===== src/pkg/dtf_pkg.sv =====
// Constants, codes and state types for the dual drawer feed controller.
// Assumes one clock domain and sensor inputs already synchronous to it.
package dtf_pkg;

  localparam int          DRAWERS       = 2;
  localparam int          UPPER         = 0;
  localparam int          LOWER         = 1;
  localparam int          ADDR_W        = 3;
  localparam int          CMD_W         = 2;
  localparam int          TIMER_W       = 32;

  // Link addressing: units 1 to 5 on one chain.
  localparam logic [2:0]  ADDR_FIRST    = 3'h1;
  localparam logic [2:0]  ADDR_LAST     = 3'h5;

  localparam logic [1:0]  CMD_NOP        = 2'h0;
  localparam logic [1:0]  CMD_FEED_UPPER = 2'h1;
  localparam logic [1:0]  CMD_FEED_LOWER = 2'h2;
  localparam logic [1:0]  CMD_CLEAR      = 2'h3;

  // Size switch patterns, bit 0 is s1 and bit 3 is s4.
  localparam logic [3:0]  SW_LEDGER     = 4'h0;
  localparam logic [3:0]  SW_A3         = 4'h2;
  localparam logic [3:0]  SW_B4         = 4'h1;
  localparam logic [3:0]  SW_LEGAL      = 4'h3;
  localparam logic [3:0]  SW_LETTER_L   = 4'h8;
  localparam logic [3:0]  SW_A4_L       = 4'h4;

  localparam logic [2:0]  SIZE_LEDGER   = 3'h0;
  localparam logic [2:0]  SIZE_A3       = 3'h1;
  localparam logic [2:0]  SIZE_B4       = 3'h2;
  localparam logic [2:0]  SIZE_LEGAL    = 3'h3;
  localparam logic [2:0]  SIZE_LETTER_L = 3'h4;
  localparam logic [2:0]  SIZE_A4_L     = 3'h5;
  localparam logic [2:0]  SIZE_UNKNOWN  = 3'h7;

  // Level codes, higher means fuller.
  localparam logic [1:0]  LEVEL_FULL    = 2'h3;
  localparam logic [1:0]  LEVEL_3Q      = 2'h2;
  localparam logic [1:0]  LEVEL_HALF    = 2'h1;
  localparam logic [1:0]  LEVEL_1Q      = 2'h0;

  localparam logic [31:0] JAM_CYCLES_DEF  = 32'h0098_9680;
  localparam logic [31:0] LIFT_CYCLES_DEF = 32'h02FA_F080;

  typedef enum logic [1:0] {
    FS_IDLE = 2'h0,
    FS_FEED = 2'h1,
    FS_DONE = 2'h3,
    FS_JAM  = 2'h2
  } dtf_feed_t;

  typedef enum logic {
    LS_IDLE  = 1'h0,
    LS_RAISE = 1'h1
  } dtf_lift_t;

endpackage


===== src/dtf_controller.sv =====
// Dual drawer feed controller: drawer sensing, pickup, jam watch, lift.
// Assumes all inputs are synchronous to REF_CLK and the link is
// a registered, addressed command chain.
`timescale 1ns/1ns
module dtf_controller #(
  parameter logic [31:0] JAM_CYCLES  = dtf_pkg::JAM_CYCLES_DEF,
  parameter logic [31:0] LIFT_CYCLES = dtf_pkg::LIFT_CYCLES_DEF
) (
  // Clock and reset
  input  wire logic       REF_CLK,
  input  wire logic       RESET_N,
  // Supply and unit address strap
  input  wire logic       POWER_ON,
  input  wire logic [2:0] UNIT_ADDR,
  // Drawer sensors
  input  wire logic       UPPER_DRAWER_PRESENT_SENSOR,
  input  wire logic       LOWER_DRAWER_PRESENT_SENSOR,
  input  wire logic       UPPER_PAPER_OUT_SENSOR,
  input  wire logic       LOWER_PAPER_OUT_SENSOR,
  input  wire logic       UPPER_LEVEL_SWITCH_A,
  input  wire logic       UPPER_LEVEL_SWITCH_B,
  input  wire logic       LOWER_LEVEL_SWITCH_A,
  input  wire logic       LOWER_LEVEL_SWITCH_B,
  input  wire logic [3:0] UPPER_SIZE_SWITCH,
  input  wire logic [3:0] LOWER_SIZE_SWITCH,
  input  wire logic [1:0] STACK_CONTACT,
  input  wire logic       TRANSFER_SENSOR_FIRST,
  input  wire logic       TRANSFER_SENSOR_SECOND,
  input  wire logic       MOTOR_FAULT,
  // Link input port
  input  wire logic       CMD_VALID,
  input  wire logic [2:0] CMD_ADDR,
  input  wire logic [1:0] CMD_CODE,
  // Link output port
  output logic            CHAIN_VALID,
  output logic [2:0]      CHAIN_ADDR,
  output logic [1:0]      CHAIN_CODE,
  // Actuators
  output logic            PICKUP_MOTOR_ON,
  output logic            PICKUP_MOTOR_CW,
  output logic            PICKUP_SOLENOID,
  output logic [1:0]      LIFT_SOLENOID,
  // Reports to host
  output logic [1:0]      DRAWER_PRESENT,
  output logic [1:0]      PAPER_PRESENT,
  output logic [1:0]      UPPER_LEVEL,
  output logic [1:0]      LOWER_LEVEL,
  output logic [2:0]      UPPER_SIZE,
  output logic [2:0]      LOWER_SIZE,
  output logic            FEED_DONE,
  output logic            FEED_REFUSED,
  output logic            JAM,
  output logic            FAULT
);

  // ---------------------------------------------------------------
  // Decoding helpers
  // ---------------------------------------------------------------
  function automatic logic [1:0] level_of(input logic a, input logic b);
    logic [1:0] l;
    case ({a, b})
      2'h0:    l = dtf_pkg::LEVEL_FULL;
      2'h2:    l = dtf_pkg::LEVEL_3Q;
      2'h3:    l = dtf_pkg::LEVEL_HALF;
      default: l = dtf_pkg::LEVEL_1Q;
    endcase
    return l;
  endfunction

  function automatic logic [2:0] size_of(input logic [3:0] sw);
    logic [2:0] s;
    case (sw)
      dtf_pkg::SW_LEDGER:   s = dtf_pkg::SIZE_LEDGER;
      dtf_pkg::SW_A3:       s = dtf_pkg::SIZE_A3;
      dtf_pkg::SW_B4:       s = dtf_pkg::SIZE_B4;
      dtf_pkg::SW_LEGAL:    s = dtf_pkg::SIZE_LEGAL;
      dtf_pkg::SW_LETTER_L: s = dtf_pkg::SIZE_LETTER_L;
      dtf_pkg::SW_A4_L:     s = dtf_pkg::SIZE_A4_L;
      default:              s = dtf_pkg::SIZE_UNKNOWN;
    endcase
    return s;
  endfunction

  logic [1:0] present_in;
  logic [1:0] paper_in;
  logic [1:0] lifting;
  logic [1:0] lift_timeout;

  assign present_in = {LOWER_DRAWER_PRESENT_SENSOR, UPPER_DRAWER_PRESENT_SENSOR};
  assign paper_in   = {~LOWER_PAPER_OUT_SENSOR, ~UPPER_PAPER_OUT_SENSOR};

  // ---------------------------------------------------------------
  // Status reporting
  // ---------------------------------------------------------------
  logic [1:0] next_present;
  logic [1:0] next_paper;
  logic [1:0] next_up_level;
  logic [1:0] next_lo_level;
  logic [2:0] next_up_size;
  logic [2:0] next_lo_size;

  always_comb begin
    next_present  = present_in;
    next_paper    = paper_in & present_in;
    next_up_level = level_of(UPPER_LEVEL_SWITCH_A, UPPER_LEVEL_SWITCH_B);
    next_lo_level = level_of(LOWER_LEVEL_SWITCH_A, LOWER_LEVEL_SWITCH_B);
    next_up_size  = size_of(UPPER_SIZE_SWITCH);
    next_lo_size  = size_of(LOWER_SIZE_SWITCH);
  end

  always_ff @(posedge REF_CLK or negedge RESET_N) begin
    if (!RESET_N) begin
      DRAWER_PRESENT <= 2'h0;
      PAPER_PRESENT  <= 2'h0;
      UPPER_LEVEL    <= dtf_pkg::LEVEL_1Q;
      LOWER_LEVEL    <= dtf_pkg::LEVEL_1Q;
      UPPER_SIZE     <= dtf_pkg::SIZE_UNKNOWN;
      LOWER_SIZE     <= dtf_pkg::SIZE_UNKNOWN;
    end else begin
      DRAWER_PRESENT <= next_present;
      PAPER_PRESENT  <= next_paper;
      UPPER_LEVEL    <= next_up_level;
      LOWER_LEVEL    <= next_lo_level;
      UPPER_SIZE     <= next_up_size;
      LOWER_SIZE     <= next_lo_size;
    end
  end

  // ---------------------------------------------------------------
  // Link: take own commands, pass the rest for units 1 to 5 down the chain
  // ---------------------------------------------------------------
  logic       addr_ok;
  logic       for_me;
  logic       cmd_feed;
  logic       cmd_clear;
  logic       next_cvalid;
  logic [2:0] next_caddr;
  logic [1:0] next_ccode;

  assign addr_ok   = (UNIT_ADDR >= dtf_pkg::ADDR_FIRST) &&
                     (UNIT_ADDR <= dtf_pkg::ADDR_LAST);
  assign for_me    = CMD_VALID && addr_ok && (CMD_ADDR == UNIT_ADDR);
  assign cmd_feed  = for_me && POWER_ON &&
                     ((CMD_CODE == dtf_pkg::CMD_FEED_UPPER) ||
                      (CMD_CODE == dtf_pkg::CMD_FEED_LOWER));
  assign cmd_clear = for_me && (CMD_CODE == dtf_pkg::CMD_CLEAR);

  always_comb begin
    next_cvalid = CMD_VALID && !for_me &&
                  (CMD_ADDR >= dtf_pkg::ADDR_FIRST) &&
                  (CMD_ADDR <= dtf_pkg::ADDR_LAST);
    next_caddr  = CMD_ADDR;
    next_ccode  = CMD_CODE;
  end

  always_ff @(posedge REF_CLK or negedge RESET_N) begin
    if (!RESET_N) begin
      CHAIN_VALID <= 1'b0;
      CHAIN_ADDR  <= 3'h0;
      CHAIN_CODE  <= dtf_pkg::CMD_NOP;
    end else begin
      CHAIN_VALID <= next_cvalid;
      CHAIN_ADDR  <= next_caddr;
      CHAIN_CODE  <= next_ccode;
    end
  end

  // ---------------------------------------------------------------
  // Lift sequence, one per drawer
  // ---------------------------------------------------------------
  genvar d;
  generate
    for (d = 0; d < dtf_pkg::DRAWERS; d++) begin : g_lift
      dtf_pkg::dtf_lift_t          lstate;
      dtf_pkg::dtf_lift_t          next_lstate;
      logic                        was_present;
      logic [dtf_pkg::TIMER_W-1:0] ltimer;
      logic [dtf_pkg::TIMER_W-1:0] next_ltimer;
      logic                        next_lto;
      logic                        lto;

      always_comb begin
        next_lstate = lstate;
        next_ltimer = ltimer;
        next_lto    = 1'b0;
        case (lstate)
          dtf_pkg::LS_IDLE: begin
            next_ltimer = '0;
            // A fresh drawer, or a stack sunk below the roller, is raised.
            if (POWER_ON && present_in[d] &&
                (!was_present || !STACK_CONTACT[d])) begin
              next_lstate = dtf_pkg::LS_RAISE;
            end
          end
          dtf_pkg::LS_RAISE: begin
            next_ltimer = ltimer + 1'b1;
            if (!POWER_ON || !present_in[d] || STACK_CONTACT[d]) begin
              next_lstate = dtf_pkg::LS_IDLE;
            end else if (ltimer >= LIFT_CYCLES - 1'b1) begin
              next_lstate = dtf_pkg::LS_IDLE;
              next_lto    = 1'b1;
            end
          end
          default: next_lstate = dtf_pkg::LS_IDLE;
        endcase
      end

      always_ff @(posedge REF_CLK or negedge RESET_N) begin
        if (!RESET_N) begin
          lstate           <= dtf_pkg::LS_IDLE;
          ltimer           <= '0;
          was_present      <= 1'b0;
          lto              <= 1'b0;
          LIFT_SOLENOID[d] <= 1'b0;
        end else begin
          lstate           <= next_lstate;
          ltimer           <= next_ltimer;
          was_present      <= present_in[d];
          lto              <= next_lto;
          LIFT_SOLENOID[d] <= (next_lstate == dtf_pkg::LS_RAISE);
        end
      end

      assign lifting[d]      = (lstate == dtf_pkg::LS_RAISE);
      assign lift_timeout[d] = lto;
    end
  endgenerate

  // ---------------------------------------------------------------
  // Pickup and feed with jam watch
  // ---------------------------------------------------------------
  dtf_pkg::dtf_feed_t          fstate;
  dtf_pkg::dtf_feed_t          next_fstate;
  logic [dtf_pkg::TIMER_W-1:0] ftimer;
  logic [dtf_pkg::TIMER_W-1:0] next_ftimer;
  logic                        seen_first;
  logic                        seen_second;
  logic                        next_seen_first;
  logic                        next_seen_second;
  logic                        src_lower;
  logic                        next_src_lower;
  logic                        want_lower;
  logic                        src_ready;
  logic                        next_done;
  logic                        next_refused;
  logic                        next_jam;
  logic                        next_fault;

  assign want_lower = (CMD_CODE == dtf_pkg::CMD_FEED_LOWER);
  assign src_ready  = present_in[want_lower] && paper_in[want_lower] &&
                      !lifting[want_lower];

  always_comb begin
    next_fstate      = fstate;
    next_ftimer      = ftimer;
    next_seen_first  = seen_first;
    next_seen_second = seen_second;
    next_src_lower   = src_lower;
    next_done        = 1'b0;
    next_refused     = 1'b0;
    next_jam         = JAM;
    case (fstate)
      dtf_pkg::FS_IDLE: begin
        next_ftimer      = '0;
        next_seen_first  = 1'b0;
        next_seen_second = 1'b0;
        if (cmd_feed && src_ready) begin
          next_fstate    = dtf_pkg::FS_FEED;
          next_src_lower = want_lower;
        end else if (cmd_feed) begin
          next_refused   = 1'b1;
        end
      end
      dtf_pkg::FS_FEED: begin
        next_ftimer      = ftimer + 1'b1;
        next_seen_first  = seen_first || TRANSFER_SENSOR_FIRST;
        next_seen_second = seen_second || TRANSFER_SENSOR_SECOND;
        if (next_seen_first && next_seen_second) begin
          next_fstate = dtf_pkg::FS_DONE;
        end else if (ftimer >= JAM_CYCLES - 1'b1) begin
          next_fstate = dtf_pkg::FS_JAM;
        end
      end
      dtf_pkg::FS_DONE: begin
        next_done   = 1'b1;
        next_fstate = dtf_pkg::FS_IDLE;
      end
      dtf_pkg::FS_JAM: begin
        if (cmd_clear) begin
          next_fstate = dtf_pkg::FS_IDLE;
        end
      end
      default: next_fstate = dtf_pkg::FS_IDLE;
    endcase
    // Losing supply mid-feed drops the sheet attempt without a jam.
    if (!POWER_ON && fstate != dtf_pkg::FS_JAM) begin
      next_fstate = dtf_pkg::FS_IDLE;
      next_done   = 1'b0;
    end
    if (cmd_clear) begin
      next_jam = 1'b0;
    end
    if (next_fstate == dtf_pkg::FS_JAM) begin
      next_jam = 1'b1;
    end
    next_fault = FAULT;
    if (cmd_clear) begin
      next_fault = 1'b0;
    end
    if (MOTOR_FAULT || (|lift_timeout)) begin
      next_fault = 1'b1;
    end
  end

  always_ff @(posedge REF_CLK or negedge RESET_N) begin
    if (!RESET_N) begin
      fstate          <= dtf_pkg::FS_IDLE;
      ftimer          <= '0;
      seen_first      <= 1'b0;
      seen_second     <= 1'b0;
      src_lower       <= 1'b0;
      PICKUP_MOTOR_ON <= 1'b0;
      PICKUP_MOTOR_CW <= 1'b0;
      PICKUP_SOLENOID <= 1'b0;
      FEED_DONE       <= 1'b0;
      FEED_REFUSED    <= 1'b0;
      JAM             <= 1'b0;
      FAULT           <= 1'b0;
    end else begin
      fstate          <= next_fstate;
      ftimer          <= next_ftimer;
      seen_first      <= next_seen_first;
      seen_second     <= next_seen_second;
      src_lower       <= next_src_lower;
      PICKUP_MOTOR_ON <= (next_fstate == dtf_pkg::FS_FEED);
      PICKUP_MOTOR_CW <= (next_fstate == dtf_pkg::FS_FEED) && !next_src_lower;
      PICKUP_SOLENOID <= (next_fstate == dtf_pkg::FS_FEED);
      FEED_DONE       <= next_done;
      FEED_REFUSED    <= next_refused;
      JAM             <= next_jam;
      FAULT           <= next_fault;
    end
  end

endmodule


===== config.mk =====
export PLATFORM = sky130hd
export DESIGN_NAME = dtf_controller
export DESIGN_NICKNAME = d
export VERILOG_FILES = /design/src/pkg/dtf_pkg.sv /design/src/dtf_controller.sv
export SDC_FILE = /design/constraint.sdc
export NUM_CORES = 1
export LEC_CHECK = 0
export ABC_AREA = 1
export ABC_CLOCK_PERIOD_IN_PS = 4550
export BUFFER_PORTS_ARGS = -buffer_cell sky130_fd_sc_hd__buf_4
export CAP_MARGIN = 25
export CORE_MARGIN = 10
export CORE_UTILIZATION = 44
export DETAILED_ROUTE_END_ITERATION = 12
export PLACE_DENSITY = 0.7
export SYNTH_ARGS = -nofsm -noshare
export SYNTH_HDL_FRONTEND = slang
export SYNTH_SLANG_ARGS = --single-unit
export TNS_END_PERCENT = 1

===== constraint.sdc =====
create_clock -name REF_CLK -period 4.55 [get_ports REF_CLK]
set_input_delay 0.6825 -clock REF_CLK [delete_from_list [all_inputs] [get_ports REF_CLK]]
set_output_delay 0.6825 -clock REF_CLK [all_outputs]
set_load 0.1 [all_outputs]

* Word-level counts from Yosys, hierarchy flattened
Cells that the tools add are included.
** Word-level totals
- Register bits :: 133
** Operators by class
- Order comparisons :: 8
- Muxes and demuxes :: 45
- Bitwise operators :: 5
- Equal/unequal tests :: 24
- Reduce and logical (&&, ||, !) cells :: 48
- Add/sub/neg operators :: 3
** Operators by type and width (number)
- case mux 32 bit (2 select lines) :: 3
- adder 32 x 1 -> 32 bit, second input constant :: 3
- greater-or-equal comparator 32 x 26 -> 1 bit, second input constant :: 2
- case mux 3 bit (6 select lines) :: 2
- greater-or-equal comparator 32 x 24 -> 1 bit, second input constant :: 1
- two-way mux 1 bit :: 28
- logical AND 1 bit :: 19
- == test 2 bit, second input constant :: 9
- == test 4 x 2 -> 1 bit, second input constant :: 4
- case mux 2 bit (3 select lines) :: 2
- logical NOT 1 bit :: 10
- logical OR 1 bit :: 10
- two-way mux 2 bit :: 5
- == test 4 x 1 -> 1 bit, second input constant :: 2
- == test 4 x 3 -> 1 bit, second input constant :: 2
- == test 4 bit, second input constant :: 2
- logical NOT 4 bit :: 2
- case mux 1 bit (2 select lines) :: 4
- case mux 2 bit (4 select lines) :: 1
- == test 2 x 1 -> 1 bit, second input constant :: 3
- greater-or-equal comparator 3 x 1 -> 1 bit, second input constant :: 2
- less-or-equal comparator 3 bit, second input constant :: 2
- logical NOT 2 bit :: 3
- nonzero test 2 bit :: 3
- other kinds (6) :: 9

* Logic depth before layout (Yosys ltp)
Gate-level depths: netlist of the first run.
- Depth after elaboration :: 12
- Gate-level depth with buffers :: 14

* Worst setup path after synthesis of the first run
No wires, ideal clock.
- Path kind :: register to output
- Start :: reg PICKUP_SOLENOID
- End :: out PICKUP_SOLENOID
- Slack :: 2544 ps
- Path buffers :: 1
- Arrival time :: 1324 ps
- Cell stages (with the launch flop) :: 2
- Cells stage by stage :: dfrtp_1 -> buf_4
** RTL lines
- start: declaration :: RTL line dtf_controller.sv:41 : output logic PICKUP_SOLENOID,
- start signal: assignment :: RTL line dtf_controller.sv:337 : PICKUP_SOLENOID <= (next_fstate == dtf_pkg::FS_FEED);
No word-level cell between the ends.

==> impl_metrics.json, run 1 <==
{
  "wl_per_cell_um": 14.34,
  "antenna_found_initial": 0,
  "power-per-cell-area_nw_per_um2": 345.8,
  "firstDrtPassIters": 7,
  "rsz0062_at_grt": "no",
  "tritoncts": "yes",
  "grt_pass1_vias": 5920,
  "path_max_fanout": 17,
  "fin_crit_sh_pct": 48.99,
  "relSlewSlack_pct": 39.99,
  "fill_cells": 1511,
  "clock_insertion_delay_worst_skew_ps": 430,
  "core-area_sq_um": 15770,
  "maxSlewViolCount": 0,
  "regArea_sq_um": 3286,
  "dieArea_sq_um": 21430,
  "final_common_cell": "nand2_1",
  "yosys.cell_types.count": 46,
  "syn_area_sq_um": 7030,
  "fmax_ghz": 0.4486,
  "cts.sinks": 131,
  "vdd_drop_max_uv": 219.4,
  "gp_congestion": 0.9207,
  "diodes": 0,
  "grt_usage_pct": 16.43,
  "cpLargestDelayFamily": "flip-flops",
  "root_buffer": "clkbuf_16",
  "drt-total-wl_um": 16950,
  "drt-met1-wl_um": 8068,
  "multi_input_area_sq_um": 3201,
  "h-tree-depth": 4,
  "mostFrequentLayoutCells": "nand2_1, nor2_1, dfrtp_1, inv_1, buf_4",
  "crit_chain": "buf_4",
  "synth-seq-cells": 131,
  "holdBufCountCts": 0,
  "via_count": 5916,
  "clkTransAtPathRegs_ps": 60,
  "dp_hpwl_um": 12730,
  "hold_violations": 0,
  "reg2reg_from": "g_lift[1].lstate",
  "ant_nets": 0,
  "cpMaxStageDelayCell": "dfrtp_1",
  "synth-edff-count": 0,
  "slowest_delay_ps": 710,
  "pin_count": 62,
  "drt_iter0_markers": 394,
  "syn_to_final_growth_pct": 18.51,
  "arrival_ps": 1550,
  "top_layer": "met4",
  "dieWidth_um": 146.4,
  "worst_setup_path_end_kind": "output port",
  "postCtsResizedCells": 0,
  "yosysSeqAreaShare_pct": 46.73,
  "clockBufferDepth": 2,
  "cp-start-kind": "flop",
  "synthFlopType": "dfrtp_1",
  "avgSynthCellArea_sq_um": 7.935,
  "rows": 46,
  "post-cts-setup-buffer-count": 0,
  "post-route-drc-count": 0,
  "critPathKind": "reg -> out",
  "vias_per_cell": 5.005,
  "drive_above_1_share_pct": 15.42,
  "syn_nets": 929,
  "synth_async_sr_flop_share_pct": 100.0,
  "synth-warning-count": 0,
  "max_cap_violations": 0,
  "routed-wl-met2_um": 7651,
  "outcome": "completed",
  "grt_pass1_wl_um": 28990,
  "cp-startpoint": "g_lift[0].lstate",
  "whs_ps": 342.2,
  "setup-tns-final_ps": 0,
  "leakagePower_nw": 3.532,
  "grt_overflow": 0,
  "crit_required_ps": 3870,
  "wl_met3_um": 831,
  "cp_num_buf_inv": 1,
  "nNetsFinal": 996,
  "fin_skew_ps": 5.328,
  "tightestPinTransition_ps": 900.2,
  "initial_core_util_pct": 44.58,
  "fp.dieH_um": 146.4,
  "grt_max_degree": 99,
  "io_buffers": 61,
  "setup_violations": 0,
  "numCtsBuffers": 17,
  "hp-class": "in -> async",
  "netlist_instances": 886,
  "min_period_ps": 2229
}
==> registers in the layout (all words and copies together), names as in the netlist, 2 cells and up <==
signal          count
CHAIN_ADDR          3
CHAIN_CODE          2
DRAWER_PRESENT      2
LOWER_LEVEL         2
LOWER_SIZE          3
PAPER_PRESENT       2
UPPER_LEVEL         2
UPPER_SIZE          3
fstate              2
ftimer             32
g_lift.lstate       2
g_lift.ltimer      64
g_lift.lto          2
==> synthesized netlist by cell type (2+ instances only) <==
library cell / instances / area [sq um]
a2bb2oi_1: 2 / 17.52
dfrtp_1: 125 / 3128
xor2_1: 24 / 210.2
a21boi_0: 3 / 22.52
inv_2: 7 / 26.28
clkbuf_1: 7 / 26.28
nor3b_1: 2 / 15.01
or2_2: 2 / 12.51
nor2_1: 130 / 488.0
nor4_1: 7 / 43.79
nor3_4: 2 / 32.53
a31oi_1: 4 / 25.02
nand3_1: 32 / 160.2
nand3_2: 3 / 30.03
o31ai_1: 2 / 15.01
nor3_2: 9 / 90.09
nor4_2: 3 / 37.54
o21ai_0: 39 / 195.2
nand2_2: 6 / 37.54
nor3_1: 55 / 275.3
a21oi_1: 52 / 260.3
ha_1: 10 / 125.1
inv_1: 117 / 439.2
nand4_1: 18 / 112.6
xnor2_1: 9 / 78.83
o21ai_1: 3 / 15.01
dfstp_2: 6 / 157.7
buf_4: 6 / 45.04
nand2_1: 165 / 619.3
o21a_1: 4 / 30.03
o21bai_1: 3 / 22.52
buf_1: 2 / 7.510
nor2_4: 4 / 45.04
nor2_2: 11 / 68.82
==> layout make-up <==
| class | count | share of cell area [%] |
|---|---|---|
| clock buffers | 18 | 5.151 |
| clock inverters | 14 | 2.448 |
| inverters | 124 | 5.586 |
| multi-input cells | 616 | 38.41 |
| flip-flops and latches | 131 | 39.44 |
| well taps | 216 | 3.244 |
| repair buffers | 63 | 5.722 |
==> where the power goes <==
group,total (mW),switching [mW],internal (mW),leakage (nW)
Combinational,0.221,0.169,0.0519,1.46
Sequential,1.20,0.0143,1.19,1.77
Clock,1.46,0.536,0.924,0.303
==> routing by layer <==
| layer | vias to the layer above | GRT usage, % |
|---|---|---|
| met1 | 2733 | 21.33 |
| li1 | 3024 | - |
| met5 | - | 0 |
| met4 | 0 | 6.957 |
| met2 | 127 | 25.43 |
| met3 | 32 | 4.234 |
==> worst paths after layout <==
kind,endpoint,cells past startpoint,slack [ps]
worst max-delay path,LIFT_SOLENOID[0],1,2320
worst min-delay path,ftimer[28],1,340
worst max register to register,PICKUP_MOTOR_CW,7,2620
worst min register to register,FAULT,2,480
max in group asynchronous,LOWER_SIZE[0],2,3230
min in group REF_CLK,DRAWER_PRESENT[1],1,380
==> cell families (layout without fill, tap and decap cells) <==
family          count (synthesis)  in the layout  share of synthesized area (%)
fa+ha+maj                      10             10                          1.780
simple gates                  453            453                          30.11
buf+inv                       139            219                          7.742
xor+xnor                       33             33                          4.111
flops                         131            131                          46.73
compound gates                120            120                          9.521
==> per-stage QoR <==
step	cell area (sq um)	setup WS (ps)	power, mW	util [%]	std cells
4_1_cts	8332	2294	2.911	52.83	1182
5_1_grt	8332	2251	2.984	52.83	1182
3_5_place_dp	7699	2628	1.445	48.82	1150
2_1_floorplan	7030	2544	1.359	-	886
3_3_place_gp	7699	2650	1.443	48.82	1150
6_report	8332	2321	2.881	52.83	1182
Power figures use the tool's default switching activity.
==> run 2: changes to the inputs <==
- ABC_CLOCK_PERIOD_IN_PS: 4550 -> 1800
- PLACE_DENSITY: 0.7 -> 0.72
- clock period: 4.55 -> 1.8 ns (I/O delays scaled with it)
==> run 2 against run 1 <==
Compared with the run above: flip-flop and latch count did not move; clock power rose by 120%; sequential power rose to 2.5 times the previous value; die area did not move; sequential share of layout area fell by 1.2 points; critical endpoint is now ftimer[30].
==> impl_metrics.json, run 2 (synthesis gave the netlist of run 1 again) <==
{
  "path_max_fanout": 4,
  "drive_above_1_share_pct": 18.24,
  "grt_max_degree": 46,
  "relSlewSlack_pct": 69.40,
  "h-tree-depth": 4,
  "rsz0062_at_grt": "yes",
  "io_buffers": 61,
  "outcome": "completed",
  "root_buffer": "clkbuf_16",
  "mostFrequentLayoutCells": "nand2_1, nor2_1, dfrtp_1, inv_1, buf_4",
  "vdd_drop_max_uv": 632.5,
  "worst-r2r-cell-count": 10,
  "clock_insertion_delay_worst_skew_ps": 420,
  "clockBufferDepth": 2,
  "cts.sinks": 131,
  "grt_pass1_vias": 6040,
  "fin_crit_sh_pct": 98.06,
  "leakagePower_nw": 3.719,
  "firstDrtPassIters": 5,
  "core-area_sq_um": 15770,
  "critPathKind": "reg -> reg",
  "grt_usage_pct": 16.63,
  "via_count": 6165,
  "tightestPinTransition_ps": 455.9,
  "setup_violations": 0,
  "power.total_mw": 6.782,
  "min_from": "MOTOR_FAULT",
  "dieArea_sq_um": 21430,
  "dieWidth_um": 146.4,
  "vias_per_cell": 5.078,
  "r2r_end": "ftimer[30]",
  "holdPathEnd": "FAULT",
  "hold_violations": 0,
  "post-route-drc-count": 0,
  "fp.dieH_um": 146.4,
  "hold_path_depth": 3,
  "hp-class": "in -> reg",
  "fin_skew_ps": 10.79,
  "worst_setup_path_end_kind": "flop",
  "diodes": 0,
  "reg2reg_from": "ftimer[1]",
  "fmax_ghz": 0.5665,
  "initial_core_util_pct": 44.58,
  "min_period_ps": 1765,
  "grt_overflow": 0,
  "gp_congestion": 0.9520,
  "power-per-cell-area_nw_per_um2": 788.0,
  "wl_per_cell_um": 14.36,
  "crit_required_ps": 2130,
  "arrival_ps": 2100,
  "clkTransAtPathRegs_ps": 60,
  "cp-start-kind": "flop",
  "fill_cells": 1461,
  "top_regs": "g_lift.ltimer x64, ftimer x32",
  "dp_hpwl_um": 13180,
  "grt_pass1_wl_um": 29400,
  "tritoncts": "yes",
  "numCtsBuffers": 17,
  "antenna_found_initial": 0,
  "ant_nets": 0,
  "syn_to_final_growth_pct": 22.42,
  "reg2reg_slack_ps": 30,
  "cpMaxStageDelayCell": "dfrtp_1",
  "final_common_cell": "nand2_1",
  "nNetsFinal": 1028,
  "whs_ps": 42.58,
  "rows": 46,
  "slowest_delay_ps": 370,
  "regMostFlops": "g_lift.ltimer",
  "maxSlewViolCount": 0,
  "largest_reg_flops": 64,
  "crit_chain": "ha_2 -> nand2_2 -> nor2_4 -> nand2_4 -> nor2_4 -> nand2_1 -> nor3_4 -> inv_1 -> o21ai_1 -> nor3b_2",
  "pin_count": 62,
  "drt-total-wl_um": 17430,
  "crit_top_cell": "nor2_4",
  "drt_iter0_markers": 460,
  "max_cap_violations": 0
}
==> run 2: timing repair <==
item                       CTS  global route
hold endpoints to repair    50             0
setup endpoints to repair    0            19
setup buffers                0             4
hold buffers                10             0
resized for setup            0            20
==> run 2: metal layers <==
layer,part of all wire (%),track usage (%),vias to the layer above
met5,0,0,-
met4,2.8,7.958,0
li1,-,-,3084
met3,5.8,4.388,37
met2,45,25.23,195
met1,46,21.62,2849
==> run 2: per-stage QoR <==
stage | TNS (ps) | setup WS [ps] | util, % | area, sq um | std cells
after floorplan | 0 | 198.4 | - | 7030 | 886
after global placement | 0 | 67.15 | 49.83 | 7859 | 1168
after detailed placement | 0 | 74.60 | 49.83 | 7859 | 1168
after CTS | 0 | 69.11 | 53.89 | 8498 | 1210
after global routing | -535.7 | -112.8 | 54.58 | 8607 | 1214
final | 0 | 34.86 | 54.58 | 8607 | 1214
==> run 2: where the power goes <==
part	total, mW	internal (mW)	switching (mW)
combinational	0.619	0.166	0.453
sequential	3.02	3.00	0.0230
clock	3.14	1.83	1.32
==> run 2: critical path, delay by kind of cell, from the launching register on <==
| family | cells | cell delay, ps |
|---|---|---|
| fa+ha+maj | 1 | 190 |
| simple gates | 7 | 920 |
| compound gates | 1 | 120 |
| buf+inv | 1 | 90 |
| flops | 1 | 370 |
==> run 2: how the worst max path moves through the flow <==
stage	start	cells past startpoint	slack, ps	to
floorplan	g_lift[1].ltimer[0]	12	200	g_lift[1].ltimer[20]
global placement	g_lift[0].ltimer[17]	7	70	g_lift[0].ltimer[20]
detailed placement	ftimer[1]	11	70	ftimer[18]
CTS	ftimer[1]	10	70	ftimer[24]
global route	ftimer[1]	10	-110	ftimer[28]
finish	ftimer[1]	10	30	ftimer[30]
==> run 2: layout make-up <==
class | count | area, sq um | area share [%]
Clock inverter | 12 | 82.58 | 0.9594
Timing Repair Buffer | 95 | 767.0 | 8.911
Sequential cell | 131 | 3287 | 38.19
Inverter | 124 | 465.4 | 5.408
Tap cell | 216 | 270.3 | 3.140
Multi-Input combinational cell | 616 | 3278 | 38.09
Clock buffer | 20 | 456.7 | 5.306
==> run 3: changes to the inputs <==
- ABC_CLOCK_PERIOD_IN_PS: 1800 -> 1700
- PLACE_DENSITY: 0.72 -> 0.7
- clock period: 1.8 -> 1.7 ns (I/O delays scaled with it)
==> run 3 against run 2 <==
Compared with the run above: first-iteration DRC count up 6.7%; clock power up 7.6%; die area unchanged; sequential power up 6%.
==> impl_metrics.json, run 3 (synthesis gave the netlist of run 1 again) <==
{
  "outcome": "completed",
  "clock_insertion_delay_worst_skew_ps": 430,
  "holdPathEnd": "FAULT",
  "hold_path_depth": 3,
  "power-per-cell-area_nw_per_um2": 818.4,
  "fin_crit_sh_pct": 99.67,
  "hold_violations": 0,
  "vdd_drop_max_uv": 653.6,
  "setup_slack_ps": 5.675,
  "antenna_found_initial": 0,
  "whs_ps": 33.93,
  "r2r_end": "ftimer[28]",
  "pin_count": 62,
  "path_max_fanout": 5,
  "clockPowerShare_pct": 46.6,
  "dieWidth_um": 146.4,
  "syn_to_final_growth_pct": 25.81,
  "fp.dieH_um": 146.4,
  "setup_violations": 0,
  "diodes": 0,
  "min_from": "MOTOR_FAULT",
  "intPower_mw": 5.263,
  "grt_max_degree": 41,
  "rsz0062_at_grt": "yes",
  "vias_per_cell": 5.086,
  "min_period_ps": 1694,
  "io_buffers": 61,
  "drt_iter0_markers": 491,
  "regMostFlops": "g_lift.ltimer",
  "drt-total-wl_um": 17630,
  "dp.cells": 1182,
  "nNetsFinal": 1041,
  "firstDrtPassIters": 7,
  "top_regs": "g_lift.ltimer x64, ftimer x32",
  "grt_pass1_wl_um": 29900,
  "dieArea_sq_um": 21430,
  "initial_core_util_pct": 44.58,
  "dp_hpwl_um": 13230,
  "grt_overflow": 0,
  "hp-class": "in -> reg",
  "final_core_util_pct": 56.09,
  "worst-r2r-cell-count": 10,
  "final_common_cell": "nand2_1",
  "seqPwrFrac_pct": 44.2,
  "max_cap_violations": 0,
  "fin_skew_ps": 9.292,
  "cp-start-kind": "flop",
  "arrival_ps": 2000,
  "switchingPower_mw": 1.975,
  "relSlewSlack_pct": 66.54,
  "h-tree-depth": 4,
  "reg2reg_slack_ps": 6,
  "tritoncts": "yes",
  "grt_pass1_vias": 6066,
  "grt_usage_pct": 16.88,
  "largest_reg_flops": 64,
  "rows": 46,
  "drive_above_1_share_pct": 22.16,
  "dp_slack_ps": -45.98,
  "wl_per_cell_um": 14.37,
  "clockBufferDepth": 2,
  "clkTransAtPathRegs_ps": 60,
  "netSwitchingFraction_pct": 27.29,
  "mostFrequentLayoutCells": "nand2_1, dfrtp_1, nor2_1, inv_1, buf_4",
  "fin_cells": 1227,
  "tightestPinTransition_ps": 498.5,
  "numCtsBuffers": 17,
  "combinationalPowerShare_pct": 9.2,
  "crit_required_ps": 2010,
  "post-route-drc-count": 0,
  "maxSlewViolCount": 0,
  "critPathKind": "reg -> reg",
  "fmax_ghz": 0.5902,
  "cts.sinks": 131,
  "leakagePower_nw": 3.786,
  "root_buffer": "clkbuf_16",
  "core-area_sq_um": 15770,
  "gp_congestion": 0.9073,
  "ant_nets": 0,
  "reg2reg_from": "ftimer[0]",
  "via_count": 6241,
  "worst_setup_path_end_kind": "flop"
}
[run 3: cell count changes in the layout (fill, tap and decap cells not counted), moves of 4 or more]
cell and delta:
nor2_4 +4, nor3_2 +5, nor2_1 -6, buf_4 +13, nand2_2 +6, nor3_1 -6, nand2_1 -5
[run 3: worst max path at each step]
stage,endpoint,depth (start not counted),start
global route,g_lift[0].ltimer[30],10,g_lift[0].ltimer[1]
global placement,PICKUP_MOTOR_CW,9,ftimer[25]
CTS,ftimer[30],10,ftimer[0]
finish,ftimer[28],10,ftimer[0]
detailed placement,ftimer[18],11,ftimer[1]
floorplan,g_lift[1].ltimer[20],12,g_lift[1].ltimer[0]
[run 3: layer usage]
metal,global-route usage [%],vias to the layer above,part of all wire [%],routed length (um)
met1,21.74,2953,46,8136
li1,-,3108,-,-
met2,27.14,153,47,8287
met5,0,-,0,0
met4,5.305,0,1.9,332
met3,4.419,27,4.9,872
[run 3: cell type report]
type | count | area, sq um
Sequential cell | 131 | 3291
Fill cell | 1432 | 6925
Clock inverter | 14 | 107.6
Inverter | 124 | 467.9
Tap cell | 216 | 270.3
Multi-Input combinational cell | 616 | 3405
Clock buffer | 18 | 439.2
Timing Repair Buffer | 108 | 864.6
[run 3: what timing repair did]
action / in CTS / in global routing
buffers inserted: 3 / 0
endpoints found under the setup margin: 4 / 47
gates resized for setup: 11 / 46
pin swaps: 4 / 9
hold buffers: 10 / 0
hold endpoints to repair: 36 / 0
[run 3: power groups by stage]
| stage | clock [mW] | sequential (mW) | combinational (mW) |
|---|---|---|---|
| after global placement | 0 | 3.25 | 0.642 |
| after CTS | 3.44 | 3.20 | 0.671 |
| after global routing | 3.58 | 3.20 | 0.720 |
| final | 3.38 | 3.20 | 0.664 |
| after floorplan | 0 | 3.47 | 0.170 |
| after detailed placement | 0 | 3.25 | 0.649 |
[run 3: critical path: stages, from the launching register on]
cell	delay, ps
dfrtp_1	370
ha_2	190
nand2_2	70
nor2_4	100
nand2_2	80
nor2_4	150
nand3_4	120
nor2_4	160
nand4_1	130
o21ai_1	140
a21oi_1	50
[run 3: stage by stage]
| stage | power (mW) | cell area [sq um] | setup TNS, ps |
|---|---|---|---|
| finish | 7.238 | 8845 | 0 |
| global route | 7.496 | 8845 | -1181 |
| CTS | 7.308 | 8668 | -5.461 |
| global placement | 3.895 | 7964 | 0 |
| floorplan | 3.637 | 7030 | 0 |
| detailed placement | 3.902 | 7964 | -77.53 |
